$ cat src/hdl/sto_pkg.sv
// Purpose: Shared constants and types for the safe torque off supervisor.
// Assumes: 50 MHz system clock; channel inputs high when the contact is closed.
// Notes: Times are kept in their own units; all but IND_FAULT_MAX_MS are converted to clock cycles here.
package sto_pkg;

    localparam int unsigned CLK_FREQ_MHZ = 50;

    // Drive output must be off within this time of a channel opening.
    localparam int unsigned TRIGGER_MAX_MS = 10;
    // Indication limits for the normal request and for channel faults.
    localparam int unsigned IND_STO_MAX_MS = 100;
    localparam int unsigned IND_FAULT_MAX_MS = 280;

    // Glitch filter time and two-channel agreement window.
    localparam int unsigned FILTER_TIME_US = 1000;
    localparam int unsigned DISCREP_TIME_MS = 50;

    localparam int unsigned FILTER_CYCLES = FILTER_TIME_US * CLK_FREQ_MHZ;
    localparam int unsigned DISCREP_CYCLES = DISCREP_TIME_MS * 1000 * CLK_FREQ_MHZ;
    localparam int unsigned TRIGGER_MAX_CYCLES = TRIGGER_MAX_MS * 1000 * CLK_FREQ_MHZ;
    localparam int unsigned IND_STO_MAX_CYCLES = IND_STO_MAX_MS * 1000 * CLK_FREQ_MHZ;

    localparam int unsigned CNT_W = 32;

    // Reset value of a filtered channel: open, so torque stays off until proven closed.
    localparam logic CHANNEL_RESET = 1'h0;

    // Fault reset mode for E40: manual needs a reset request, auto clears on channel closure.
    localparam logic RESET_MODE_MANUAL = 1'h0;
    localparam logic RESET_MODE_AUTO = 1'h1;

    typedef enum logic [2:0] {
        FC_NONE,
        FC_E40,
        FC_E41,
        FC_E42,
        FC_E43
    } fault_code_t;

    typedef struct packed {
        logic sto_active;
        logic torque_enable;
        fault_code_t code;
    } sto_status_t;

endpackage : sto_pkg

$ cat src/hdl/sto_channel_filter.sv
// Purpose: Synchronise one safety channel and reject short glitches.
// Assumes: Input level is asynchronous to clk_sys.
// Notes: Output changes only after the synchronised level stood for STABLE_CYCLES.
`timescale 1ns/1ps
module sto_channel_filter import sto_pkg::*; #(
    parameter int unsigned STABLE_CYCLES = FILTER_CYCLES
) (
    input wire logic clk_sys,
    input wire logic srst,
    input wire logic channel_in,
    output logic channel_filt
);

    logic sync_meta;
    logic sync_level;
    logic [CNT_W-1:0] stable_cnt;

    always_ff @(posedge clk_sys) begin
        if (srst) begin
            sync_meta <= CHANNEL_RESET;
            sync_level <= CHANNEL_RESET;
        end else begin
            sync_meta <= channel_in;
            sync_level <= sync_meta;
        end
    end

    always_ff @(posedge clk_sys) begin
        if (srst) begin
            stable_cnt <= '0;
            channel_filt <= CHANNEL_RESET;
        end else if (sync_level == channel_filt) begin
            stable_cnt <= '0;
        end else if (stable_cnt >= CNT_W'(STABLE_CYCLES - 1)) begin
            stable_cnt <= '0;
            channel_filt <= sync_level;
        end else begin
            stable_cnt <= stable_cnt + CNT_W'(1);
        end
    end
endmodule : sto_channel_filter

$ cat src/hdl/safe_torque_off_monitor.sv
// Purpose: Two-channel safe torque off supervisor for a motor drive.
// Assumes: Channel inputs high means closed (run allowed); srst is the power-on reset.
// Notes: Single-channel faults survive everything except srst.
`timescale 1ns/1ps

module safe_torque_off_monitor import sto_pkg::*; #(
    parameter int unsigned FILTER_LEN = FILTER_CYCLES,
    parameter int unsigned DISCREP_LEN = DISCREP_CYCLES
) (
    input wire logic clk_sys,
    input wire logic srst,
    input wire logic safety_channel_a,
    input wire logic safety_channel_b,
    input wire logic start_cmd,
    input wire logic stop_cmd,
    input wire logic fault_reset_req,
    input wire logic fault_reset_mode_param,
    output sto_status_t status
);

    typedef enum logic [1:0] {
        ST_RUN_OK,
        ST_CLASSIFY,
        ST_STO_NORMAL,
        ST_FAULT
    } sto_state_t;

    sto_state_t state;
    logic chan_a;
    logic chan_b;
    logic prev_a;
    logic prev_b;
    logic seen_a_open;
    logic seen_b_open;
    logic fault_a;
    logic fault_b;
    logic run_req;
    logic [CNT_W-1:0] window_cnt;
    logic window_done;
    logic pattern_change;
    logic both_closed;

    sto_channel_filter #(
        .STABLE_CYCLES(FILTER_LEN)
    ) u_filter_a (
        .clk_sys(clk_sys),
        .srst(srst),
        .channel_in(safety_channel_a),
        .channel_filt(chan_a)
    );

    sto_channel_filter #(
        .STABLE_CYCLES(FILTER_LEN)
    ) u_filter_b (
        .clk_sys(clk_sys),
        .srst(srst),
        .channel_in(safety_channel_b),
        .channel_filt(chan_b)
    );

    assign both_closed = chan_a && chan_b;
    assign pattern_change = (chan_a != prev_a) || (chan_b != prev_b);
    assign window_done = (window_cnt >= CNT_W'(DISCREP_LEN - 1));

    always_ff @(posedge clk_sys) begin
        if (srst) begin
            prev_a <= CHANNEL_RESET;
            prev_b <= CHANNEL_RESET;
        end else begin
            prev_a <= chan_a;
            prev_b <= chan_b;
        end
    end

    always_ff @(posedge clk_sys) begin
        if (srst || state != ST_CLASSIFY || pattern_change) begin
            window_cnt <= '0;
        end else if (!window_done) begin
            window_cnt <= window_cnt + CNT_W'(1);
        end
    end

    always_ff @(posedge clk_sys) begin
        if (srst) begin
            seen_a_open <= 1'h0;
            seen_b_open <= 1'h0;
        end else if (state != ST_CLASSIFY && pattern_change && !both_closed) begin
            seen_a_open <= !chan_a;
            seen_b_open <= !chan_b;
        end else if (state == ST_CLASSIFY) begin
            seen_a_open <= seen_a_open || (!chan_a && prev_a);
            seen_b_open <= seen_b_open || (!chan_b && prev_b);
        end
    end

    always_ff @(posedge clk_sys) begin
        if (srst) begin
            fault_a <= 1'h0;
            fault_b <= 1'h0;
        end else if (state == ST_CLASSIFY && window_done && !(!chan_a && !chan_b)) begin
            if (!chan_a) begin
                fault_a <= 1'h1;
            end else if (!chan_b) begin
                fault_b <= 1'h1;
            end else if (seen_a_open && !seen_b_open) begin
                fault_a <= 1'h1;
            end else if (seen_b_open && !seen_a_open) begin
                fault_b <= 1'h1;
            end
        end
    end

    always_ff @(posedge clk_sys) begin
        if (srst) begin
            state <= ST_CLASSIFY;
        end else begin
            case (state)
                ST_RUN_OK: begin
                    if (!both_closed) begin
                        state <= ST_CLASSIFY;
                    end
                end
                ST_CLASSIFY: begin
                    if (window_done) begin
                        if (fault_a || fault_b || (chan_a != chan_b)
                                || (both_closed && seen_a_open != seen_b_open)) begin
                            state <= ST_FAULT;
                        end else if (seen_a_open || seen_b_open || !both_closed) begin
                            state <= ST_STO_NORMAL;
                        end else begin
                            state <= ST_RUN_OK;
                        end
                    end
                end
                ST_STO_NORMAL: begin
                    if (pattern_change && !both_closed) begin
                        state <= ST_CLASSIFY;
                    end else if (both_closed && (fault_reset_mode_param == RESET_MODE_AUTO
                            || fault_reset_req)) begin
                        state <= ST_RUN_OK;
                    end
                end
                ST_FAULT: begin
                    if (pattern_change && !both_closed) begin
                        state <= ST_CLASSIFY;
                    end
                end
                default: begin
                    state <= ST_CLASSIFY;
                end
            endcase
        end
    end

    always_ff @(posedge clk_sys) begin
        if (srst || stop_cmd || state != ST_RUN_OK || !both_closed) begin
            run_req <= 1'h0;
        end else if (start_cmd) begin
            run_req <= 1'h1;
        end
    end

    always_ff @(posedge clk_sys) begin
        if (srst) begin
            status.sto_active <= 1'h1;
            status.torque_enable <= 1'h0;
            status.code <= FC_NONE;
        end else begin
            status.sto_active <= !(state == ST_RUN_OK && both_closed);
            status.torque_enable <= state == ST_RUN_OK && both_closed && run_req;
            if (fault_a && fault_b) begin
                status.code <= FC_E43;
            end else if (fault_a) begin
                status.code <= FC_E41;
            end else if (fault_b) begin
                status.code <= FC_E42;
            end else if (state == ST_STO_NORMAL) begin
                status.code <= FC_E40;
            end else begin
                status.code <= FC_NONE;
            end
        end
    end
endmodule : safe_torque_off_monitor

$ cat config.mk
export PLATFORM = sky130hd
export DESIGN_NAME = safe_torque_off_monitor
export DESIGN_NICKNAME = d
export VERILOG_FILES = /design/src/hdl/sto_pkg.sv /design/src/hdl/sto_channel_filter.sv /design/src/hdl/safe_torque_off_monitor.sv
export SDC_FILE = /design/constraint.sdc
export NUM_CORES = 1
export LEC_CHECK = 0
export ABC_AREA = 1
export BUFFER_PORTS_ARGS = -buffer_cell sky130_fd_sc_hd__buf_2
export CAP_MARGIN = 20
export CORE_UTILIZATION = 55
export DETAILED_ROUTE_END_ITERATION = 8
export PLACE_DENSITY_LB_ADDON = 0.2
export SYNTH_ARGS = -nofsm -noshare
export SYNTH_HDL_FRONTEND = slang
export SYNTH_HIERARCHICAL = 1
export SYNTH_SLANG_ARGS = --single-unit
$ cat constraint.sdc
create_clock -name clk_sys -period 5.25 [get_ports clk_sys]
set_input_delay 0 -clock clk_sys [delete_from_list [all_inputs] [get_ports clk_sys]]
set_output_delay 0 -clock clk_sys [all_outputs]
set_load 0.1 [all_outputs]
[After elaboration in Yosys (flattened, before gate mapping)]
Cells that the tools add are included.
Word-level totals
  register bits: 116
  input bits: 8
  output and inout port bits: 5
  logic and storage cells: 119
Cells by class
  $add $sub $neg: 3
  $lt $le $gt $ge: 3
  equality and inequality tests: 18
  multiplexer cells: 22
  bitwise gates (word level): 2
  reduce and logical (&&, ||, !) cells: 49
Operator list (number)
  32-bit by 1-bit adder with 32-bit output (second input constant): 3
  32-bit by 16-bit greater-or-equal comparator with 1-bit output (second input constant): 2
  32-bit by 22-bit greater-or-equal comparator with 1-bit output (second input constant): 1
  2-bit two-way mux: 9
  1-bit logical AND: 16
  1-bit logical OR: 14
  2-bit inequality test (second input constant): 6
  1-bit two-way mux: 11
  3-bit OR reduction: 3
  2-bit case mux with 4 select lines: 1
  4-bit AND reduction: 2
  1-bit zero test: 7
  2-bit equality test (second input constant): 2
  1-bit inequality test: 4
  2-bit by 1-bit inequality test with 1-bit output (second input constant): 2
  2-bit AND reduction: 2
  2-bit nonzero test: 2
  3-bit two-way mux: 1
  3-bit inequality test (second input constant): 1
  3-bit AND reduction: 1
  1-bit equality test: 2
  2-bit by 1-bit equality test with 1-bit output (second input constant): 1
  2-bit zero test: 1
  1-bit NOT: 2
  2-bit OR reduction: 1

[Logic depth before layout (Yosys ltp)]
Gate-level depths: netlist (run 1).
  depth after elaboration: 7
  mapped depth: 14

[By module]
The synthesis (run 1) kept the hierarchy.
Modules (own cells, without submodules)
  safe_torque_off_monitor: times used 1, cells each 362, area each 2476.1 µm²
  sto_channel_filter at u_filter_a: times used 1, cells each 160, area each 1337.5 µm²
  sto_channel_filter at u_filter_b: times used 1, cells each 164, area each 1337.5 µm²

[Worst setup path after synthesis (run 1)]
Ideal clock, no wire load.
  path type: reg2reg
  start point: register u_filter_a.channel_filt
  end point: register window_cnt[22]
  arrival time: 1580 ps
  data required time: 5184 ps
  slack: 3604 ps
  stages on the path, launching flop included: 8
  path buffers: 1
  cell sequence: dfxtp_1 -> inv_1 -> ha_1 -> nand2_1 -> nor3_4 -> clkinv_1 -> clkbuf_1 -> nor2_1
Between the ends
  word-level cells in the longest chain between the ends: 3
RTL lines
  start, declared: line sto_channel_filter.sv:11  | output logic channel_filt
  start signal, assigned: line sto_channel_filter.sv:36  | channel_filt <= sync_level;
  1-bit inequality test: line safe_torque_off_monitor.sv:62  | assign pattern_change = (chan_a != prev_a) || (chan_b != prev_b);
  1-bit logical OR: line safe_torque_off_monitor.sv:62
  1-bit logical OR: line safe_torque_off_monitor.sv:76  | if (srst || state != ST_CLASSIFY || pattern_change) begin
  end signal, assigned: line safe_torque_off_monitor.sv:79  | window_cnt <= window_cnt + CNT_W'(1);
  end, declared: line safe_torque_off_monitor.sv:38  | logic [CNT_W-1:0] window_cnt;
No other way between the ends.
A chain may end at the register's enable or synchronous reset.

[Worst setup path in the final report (run 1)]
  start point: register u_filter_a.channel_filt
  end point: register window_cnt[9]
Same word-level chain as after synthesis.

==> results of run 1 <==
## worst register-to-register path, cell delays in order (launching register included)
cell and delay (ps):
dfxtp_1 450, inv_1 130, ha_1 300, nand2_1 100, nor3_4 220, clkinv_1 630
a21oi_1 350
## cells by family (layout without fill, tap and decap cells)
group           count (synthesis)  after routing  synth area share
simple gates                  369            369             0.324
flops                         116            116             0.451
buf+inv                        98            138            0.0802
compound gates                 54             54            0.0530
xor+xnor                       32             32            0.0544
fa+ha+maj                      15             15            0.0364
other cells                     2             32           0.00146
## metal layers
metal | wire length (microns) | global-route usage | part of all wire | vias to the layer above
li1 | - | - | - | 2222
met1 | 4270 | 0.246 | 0.45 | 1909
met2 | 4730 | 0.370 | 0.50 | 76
met3 | 335 | 0.0567 | 0.035 | 13
met4 | 139 | 0.0964 | 0.015 | 0
met5 | 0 | 0 | 0 | -
## flip-flops by register name, indices dropped and copies added (netlist names)
name,flops
fault_b,1
u_filter_a/stable_cnt,32
prev_b,1
u_filter_b/channel_filt,1
fault_a,1
u_filter_a/sync_level,1
state,2
seen_a_open,1
u_filter_b/stable_cnt,32
u_filter_b/sync_level,1
run_req,1
status,5
window_cnt,32
u_filter_a/sync_meta,1
prev_a,1
u_filter_b/sync_meta,1
seen_b_open,1
u_filter_a/channel_filt,1
## metrics by stage
step	area [sq um]	cells	setup WS (ps)	hold WS, ps
finish	6050	864	3000	43.6
global route	6050	864	2710	72.1
CTS	6050	864	2960	33.3
detailed placement	5370	825	2990	170
global placement	5370	825	3090	168
floorplan	5260	716	3600	71.2
## cells in the final DEF, fill, tap and decap left out, types with 12 or more instances in the layout
| cell type | count |
|---|---|
| nor3_1 | 15 |
| dfxtp_1 | 116 |
| o21ai_0 | 14 |
| nand2_1 | 145 |
| ha_1 | 15 |
| xor2_1 | 20 |
| clkbuf_16 | 16 |
| nand4_1 | 12 |
| xnor2_1 | 12 |
| buf_2 | 12 |
| conb_1 | 32 |
| nor2_1 | 118 |
| inv_1 | 85 |
| nand3_1 | 30 |
| a21oi_1 | 37 |
| nor2_2 | 23 |
## cell type report
cell class	count	area, sq um
Tap cell	108	135
Multi-Input combinational cell	502	2530
Timing Repair Buffer	19	130
Clock inverter	14	175
Clock buffer	18	428
Inverter	87	327
Sequential cell	116	2320
Fill cell	763	2850
## cell usage after synthesis, drive strengths merged
cell | n | area, sq um
a21boi | 1 | 7.51
a21oi | 37 | 185
buf | 8 | 73.8
clkbuf | 3 | 12.5
clkinv | 1 | 3.75
conb | 2 | 7.51
dfxtp | 116 | 2320
ha | 15 | 188
inv | 86 | 323
nand2 | 153 | 599
nand3 | 36 | 210
nand3b | 2 | 15.0
nand4 | 13 | 96.3
nor2 | 142 | 598
nor3 | 18 | 118
nor4 | 2 | 12.5
o21ai | 16 | 80.1
or2 | 3 | 18.8
xnor2 | 12 | 105
xor2 | 20 | 175
## path summary, 6_finish.rpt
kind | from | end | slack, ps | cells past startpoint
max | u_filter_a/channel_filt | window_cnt[9] | 3000 | 6
min | fault_reset_mode_param | state[0] | 40 | 7
max reg2reg | u_filter_a/channel_filt | window_cnt[9] | 3000 | 6
min reg2reg | u_filter_a/sync_meta | u_filter_a/sync_level | 410 | 2
## power breakdown
part	switching [uW]	internal [uW]
combinational	114	52.1
sequential	19.7	911
clock	423	740
total	556	1700
## repair_timing
| action | in CTS | in global routing |
|---|---|---|
| endpoints found under the setup margin | 0 | 0 |
| resized for setup | 0 | 0 |
| hold buffers | 7 | 0 |
| buffers inserted | 0 | 0 |
| hold endpoints to repair | 14 | 0 |
==> summary.txt, run 1 <==
Status
  – Status: complete, no violations

Detailed routing
  – Residual DRC: 0
  – Routed Antenna Nets: 0
  – 1st-pass router iterations: 5
  – WL per Instance: between 10 and 15 microns
  – DR vias: 4220
  – Final WL: around 9500 microns
  – Via density: between 4 and 5
  – DRT iter0 DRCs: 147

STA
  – Fmax: 445 MHz
  – Skew final: 8.05 ps
  – Crit share post-route: 0.428
  – Slew at the pin closest to its max-slew limit: between 700 and 800 ps
  – Setup violators final: 0
  – Final min period: around 2200 ps
  – TNS Setup: 0 ps
  – RSZ-0062 raised after global routing: no
  – Final Hold Vio Count: 0
  – Slew HR: 0.523
  – Max Slew Vio Count: 0

Synth
  – Sequential share of the synthesized area: 0.451
  – Mapped cell area: 5150 sq um
  – Warnings from Yosys: 6
  – Syn Area/Cell: around 7.5 sq um
  – #FFs+latches synth: 116
  – Post-Syn Instances: 686
  – Count of different cell masters after synthesis: 34

Global route
  – First-pass GRT wire length: 16600 microns
  – Initial antenna violation count: 0
  – Vias in the first global route: about 4000
  – Remaining Overflow, GRT: 0
  – Largest net degree at the start of global routing: 28
  – Gr usage total: 0.213

Floorplan
  – Ports: 13
  – Die width: ~99 microns
  – Initial Utilization: 0.579
  – Die area: 9760 sq um
  – Die Y: 98.8 microns
  – Rows: 34
  – Core area: 8890 sq um

Power
  – IR drop worst, VDD: 217 uV
  – Power Total: 2260 uW
  – Pwr Density: 374 nW/um^2
  – Pleak: about 0.0024 uW

Critical path
  – CP max stage cell: clkinv_1
  – Bufs and invs on worst path: 2
  – Setup CP Type: register to register
  – Nature of the critical path startpoint: register
  – Critical path data arrival time: roughly 2700 ps
  – Worst-path cell chain: inv_1 -> ha_1 -> nand2_1 -> nor3_4 -> clkinv_1 -> a21oi_1
  – Largest delay share family, worst path: buffers and inverters
  – Max stage delay on crit path: 630 ps
  – Crit end category: register
  – CP Max Fanout: 27
  – Required @ worst endpoint: 5660 ps

Layout
  – Final core utilization: 0.680
  – Share of cells above drive strength 1: 0.116
  – Layout area overhead: 17.4%
  – Final net count: around 770
  – # diodes: 0

Clock network
  – CTS tree: yes
  – Worst-path clk slew: 60 ps
  – Depth of the CTS H-tree: 4
  – Clock Tree Buf Depth: 2
  – CTS root buf: clkbuf_8
  – CTS buffer count: 17
  – Clock Latency Late Sink: roughly 500 ps
  – Clock sinks: between 100 and 150

Flow run
  – Max-cap check violation count: 0

Placement
  – GPL Wtd Cong: approximately 0.89
  – Port buffer count: 12
  – Placed wire-length estimate: ~6500 microns

Min path
  – Hold WC Path Type: primary input to register
Power figures use the tool's default switching activity.
==> inputs of run 2 (changes only) <==
clock period = 2.3 ns   (was 5.25 ns; I/O delays follow)
==> run 2 against run 1 <==
Critical path depth grew 6. Non-clock buffer count grew 1. Setup slack lost 2700 ps. Utilization grew 0.34 points. Cell area grew 0.50%. Combinational power grew 140%. Sequential cell count is the same. Critical path type unchanged. Largest power group unchanged. Via count grew 1.1%. Largest cell class unchanged. Clock power grew 140%.
==> summary.txt, run 2 (synthesis gave the netlist of run 1 again) <==
Floorplan
  – Initial Utilization: 0.579
  – Die area: 9760 sq um
  – Core area: 8890 sq um
  – Die width: 98.8 microns
  – Die Y: 98.8 microns
  – Rows: 34
  – Ports: 13

STA
  – Fmax: 507 MHz
  – Max Slew Vio Count: 0
  – Setup violators final: 0
  – Skew final: 6.92 ps
  – Min Hold Slack: 89.2 ps
  – TNS Setup: 0 ps
  – Crit share post-route: 0.857
  – Final Hold Vio Count: 0
  – RSZ-0062 raised after global routing: no
  – Final min period: just under 2000 ps

Detailed routing
  – 1st-pass router iterations: 4
  – Routed Antenna Nets: 0
  – DR vias: 4266
  – DRT iter0 DRCs: between 150 and 200
  – WL per Instance: 11.6 microns
  – Final WL: 10100 microns
  – Via density: approximately 4.9
  – Residual DRC: 0

Layout
  – Layout area overhead: 18.0%
  – Largest regs: u_filter_a/stable_cnt: 32 flops, u_filter_b/stable_cnt: 32 flops, window_cnt: 32 flops
  – Share of cells above drive strength 1: 0.116
  – Final Cell Area: between 6000 and 7000 sq um
  – Final net count: 767
  – # diodes: 0
  – Most frequent cells in the layout: nand2_1 (145), nor2_1 (118), dfxtp_1 (116)
  – Non-filler cells, final: 864
  – Most common cell after layout, fill and taps aside: nand2_1
  – Layout fillers: 718

Power
  – Comb power frac: 0.077
  – Pwr Density: 870 nW/um^2
  – Pleak: 0.00243 uW
  – Sequential Power Share: 0.402
  – Power Internal: 4010 uW
  – IR drop worst, VDD: 519 uV
  – Switching Fraction: 0.242
  – Sw Pwr: 1280 uW
  – Clock share of power: 0.521

Placement
  – Cells after DPL: 826
  – Placed wire-length estimate: 6490 microns
  – Port buffer count: 12
  – DP Area: 5380 sq um
  – GPL Wtd Cong: between 0.9 and 1

Clock network
  – Clock sinks: 116
  – CTS tree: yes
  – Post-CTS sizing: 0
  – Clock Tree Buf Depth: 2
  – CTS buffer count: 17
  – Worst-path clk slew: 60 ps
  – Post-CTS setup repair buffer count: 0
  – CTS root buf: clkbuf_8
  – Clock Latency Late Sink: 510 ps
  – Depth of the CTS H-tree: 4
  – Hold_buf cts: 7

Critical path
  – Setup CP Type: register to register
  – Worst reg-to-reg path cell count: 12
  – Required @ worst endpoint: 2680 ps
  – Max stage delay on crit path: 390 ps
  – Critical path data arrival time: 2350 ps
  – Worst-path cell chain: ha_1 -> nand2_2 -> nor2_2 -> nand2_1 -> nand2_1 -> nand2_1 -> nand2_1 -> nand2_2 -> nand2_4 -> inv_2 -> o21ai_1 -> a21oi_1
  – Crit end category: register
  – Nature of the critical path startpoint: register
  – CP Max Fanout: 25
  – CP max stage cell: dfxtp_1
  – Most used cell, CP: nand2_1
  – CP startpoint: window_cnt[1]
  – Reg2reg start: window_cnt[1]

Min path
  – Origin of the worst min-delay path: fault_reset_mode_param
  – Hold WC Path Type: primary input to register
  – Worst Hold Depth: 7

Global route
  – Largest net degree at the start of global routing: 28
  – First-pass GRT wire length: 17400 microns
  – Met2 GRT Util: 0.389
  – Met1 Resource Use GR: 0.256
  – Gr usage total: 0.224
  – Most crowded layer after global routing: met2
  – Remaining Overflow, GRT: 0
  – Vias in the first global route: 4094
  – Met3 Use GR: 0.0596
  – Initial antenna violation count: 0

Flow run
  – Max-cap check violation count: 0

Status
  – Status: complete, no violations
-- run 2: cell count changes in the layout (fill, tap and decap cells not counted), sizes merged --
| cell | before | now |
|---|---|---|
| bufinv | 3 | 4 |
| clkinvlp | 3 | 1 |
| buf | 12 | 13 |
-- run 2: cell type report --
| class | count | area (sq um) | share of cell area |
|---|---|---|---|
| clock buffer | 18 | 428 | 0.0704 |
| clock inverter | 13 | 198 | 0.0325 |
| inverter | 87 | 327 | 0.0537 |
| multi-input combinational | 502 | 2530 | 0.416 |
| sequential | 116 | 2320 | 0.382 |
| tap | 108 | 135 | 0.0222 |
| timing repair buffer | 20 | 138 | 0.0227 |
-- run 2: power groups by stage --
stage          logic (uW)  clock network [uW]  registers, uW
2_1_floorplan         276                   0           2160
3_3_place_gp          363                   0           2160
3_5_place_dp          375                   0           2170
4_1_cts               398                2800           2130
5_1_grt               449                2890           2130
6_report              405                2760           2130
-- run 2: path summary, 6_finish.rpt --
path	end	slack, ps
hold / removal	state[0]	90
setup / recovery	window_cnt[15]	330
setup reg to reg	window_cnt[15]	330
hold reg to reg	u_filter_a/sync_level	410
-- run 2: through the flow --
step	power (uW)	setup WS [ps]	util
floorplan	2440	654	-
global placement	2520	401	0.605
detailed placement	2540	340	0.605
CTS	5320	315	0.683
global route	5480	97.3	0.683
finish	5290	328	0.683
-- run 2: critical path, delay by kind of cell (launching register included) --
family / cells / cell delay (ps)
DFF: 1 / 390
buffers and inverters: 1 / 230
adders and majority gates: 1 / 260
and+or+nand+nor: 8 / 760
AOI/OAI and AO/OA: 2 / 200
-- run 2: routing by layer --
layer  up-vias  share of wire
met5         -              0
met4         0          0.021
met3        20          0.038
met1      1927           0.44
li1       2217              -
met2       102           0.50
==> inputs of run 3 (changes only) <==
REMOVE_ABC_BUFFERS = 1   (was default)
SYNTH_HIERARCHICAL = default   (was 1)
==> run 3 against run 2 <==
Cell area down 5.1%. Sequential cell count unchanged. Synthesized area is 5.9% lower.
==> summary.txt, run 3 <==
Detailed routing
  – DR vias: 4012
  – Via density: 4.98
  – WL per Instance: 11.1 microns
  – Residual DRC: 0
  – DRT iter0 DRCs: 169
  – 1st-pass router iterations: 4
  – Final WL: 8970 microns
  – Routed Antenna Nets: 0

Synth
  – Commonest cells in the netlist: nand2_1 (124), nor2_1 (118), dfxtp_1 (116)
  – Post-Syn Instances: between 600 and 700
  – Post-synth top area cell: dfxtp_1
  – Ys async rst share: 0
  – Warnings from Yosys: 0
  – Synth top area share: 0.479
  – Post-synth EDFFs: 0
  – #FFs+latches synth: roughly 120
  – Count of different cell masters after synthesis: 35
  – Syn Area/Cell: 7.74 sq um
  – Sequential share of the synthesized area: 0.479
  – Top FF cell, synth: dfxtp_1
  – Mapped cell area: 4850 sq um
  – Most frequent cell after synthesis: nand2_1
  – Top post-synthesis cells by area: dfxtp_1 (48%), nand2_1 (9.6%), nor2_1 (9.1%)

Status
  – Status: complete, no violations

Critical path
  – Reg2reg setup slack: 410 ps
  – Setup CP Type: register to register
  – Crit end category: register
  – CP Max Fanout: 27
  – Nature of the critical path startpoint: register
  – Required @ worst endpoint: between 2000 and 3000 ps
  – Critical path data arrival time: 2320 ps

Clock network
  – Clock Tree Buf Depth: 2
  – Clock sinks: 116
  – CTS root buf: clkbuf_8
  – CTS buffer count: 17
  – CTS tree: yes
  – Depth of the CTS H-tree: 4
  – Clock Latency Late Sink: 510 ps
  – Post-CTS sizing: 0
  – Worst-path clk slew: 60 ps

Layout
  – Final Cell Area: 5770 sq um
  – Most frequent cells in the layout: nand2_1 (124), nor2_1 (118), dfxtp_1 (116)
  – Largest regs: u_filter_a.stable_cnt: 32 flops, u_filter_b.stable_cnt: 32 flops, window_cnt: 32 flops
  – Final core utilization: 0.688
  – Share of cells above drive strength 1: 0.0956
  – # diodes: 0
  – Final net count: 711
  – Most common cell after layout, fill and taps aside: nand2_1
  – Layout area overhead: 19.0%

Placement
  – GPL Wtd Cong: 0.869
  – Place WS: 434 ps
  – Port buffer count: 12
  – Placed wire-length estimate: ~6100 microns
  – DP Area: 5100 sq um

Global route
  – Vias in the first global route: 3622
  – Largest net degree at the start of global routing: 28
  – Gr usage total: 0.214
  – Initial antenna violation count: 0
  – First-pass GRT wire length: 15200 microns
  – Remaining Overflow, GRT: 0

Min path
  – Hold WC Path Type: primary input to register

Floorplan
  – Initial Utilization: 0.578
  – Ports: 13
  – Die area: 9190 sq um
  – Die Y: 95.9 microns
  – Core area: 8380 sq um
  – Rows: 33
  – Die width: 95.9 microns

STA
  – Fmax: 528 MHz
  – TNS Setup: 0 ps
  – Final setup margin: 406 ps
  – Final Hold Vio Count: 0
  – Min Hold Slack: 125 ps
  – Max Slew Vio Count: 0
  – Skew final: 11.3 ps
  – Crit share post-route: 0.823
  – Setup violators final: 0
  – Final min period: 1890 ps
  – RSZ-0062 raised after global routing: no

Power
  – Pwr Density: about 870 nW/um^2
  – IR drop worst, VDD: 399 uV
  – Pleak: 0.00226 uW

Flow run
  – Max-cap check violation count: 0
## run 3: final timing paths
path	start	to	depth (start not counted)
setup / recovery	u_filter_a.channel_filt	window_cnt[15]	6
hold / removal	fault_reset_mode_param	state[0]	7
setup reg to reg	u_filter_a.channel_filt	window_cnt[15]	6
hold reg to reg	u_filter_b.sync_meta	u_filter_b.sync_level	2
## run 3: layout make-up
cell class / count / area, sq um
Timing Repair Buffer: 22 / 153
Tap cell: 105 / 131
Inverter: 68 / 260
Sequential cell: 116 / 2320
Multi-Input combinational cell: 463 / 2310
Clock buffer: 19 / 432
Fill cell: 663 / 2620
Clock inverter: 13 / 159
## run 3: repair_timing
action | in CTS | in global routing
hold endpoints to repair | 14 | 0
hold buffers | 7 | 0
buffers inserted | 0 | 0
## run 3: logic make-up after synthesis
logic type                 after synthesis  synth area share
buffers and inverters                   78            0.0684
xor gates and xnor gates                33            0.0596
adders and majority gates               15            0.0387
and+or+nand+nor                        330             0.294
AOI/OAI and AO/OA                       53            0.0591
DFF                                    116             0.479
other                                    1          0.000774
## run 3: through the flow
step / std cells / power, uW
after floorplan: 647 / 2380
after global placement: 767 / 2450
after detailed placement: 767 / 2460
after CTS: 806 / 5040
after global routing: 806 / 5200
final: 806 / 5000
## run 3: per-layer routing
metal	part of all wire	GRT usage	vias to the layer above
met2	0.48	0.364	96
met4	0.011	0.0846	0
met3	0.046	0.0561	10
met5	0	0	-
met1	0.46	0.256	1826
li1	-	-	2080
## run 3: critical path: stages, from the launching register on
cell and delay, ps:
dfxtp_1 460, inv_1 150, ha_1 310, nand2_1 70, nor3_2 320, inv_2 290, a21oi_1 210
## run 3: power by group
group	switching (uW)	total, uW	internal (uW)	leakage [uW]
clock	894	2560	1670	0.000272
sequential	44.8	2120	2080	0.000948
combinational	205	309	103	0.00104
total	1140	5000	3850	0.00226
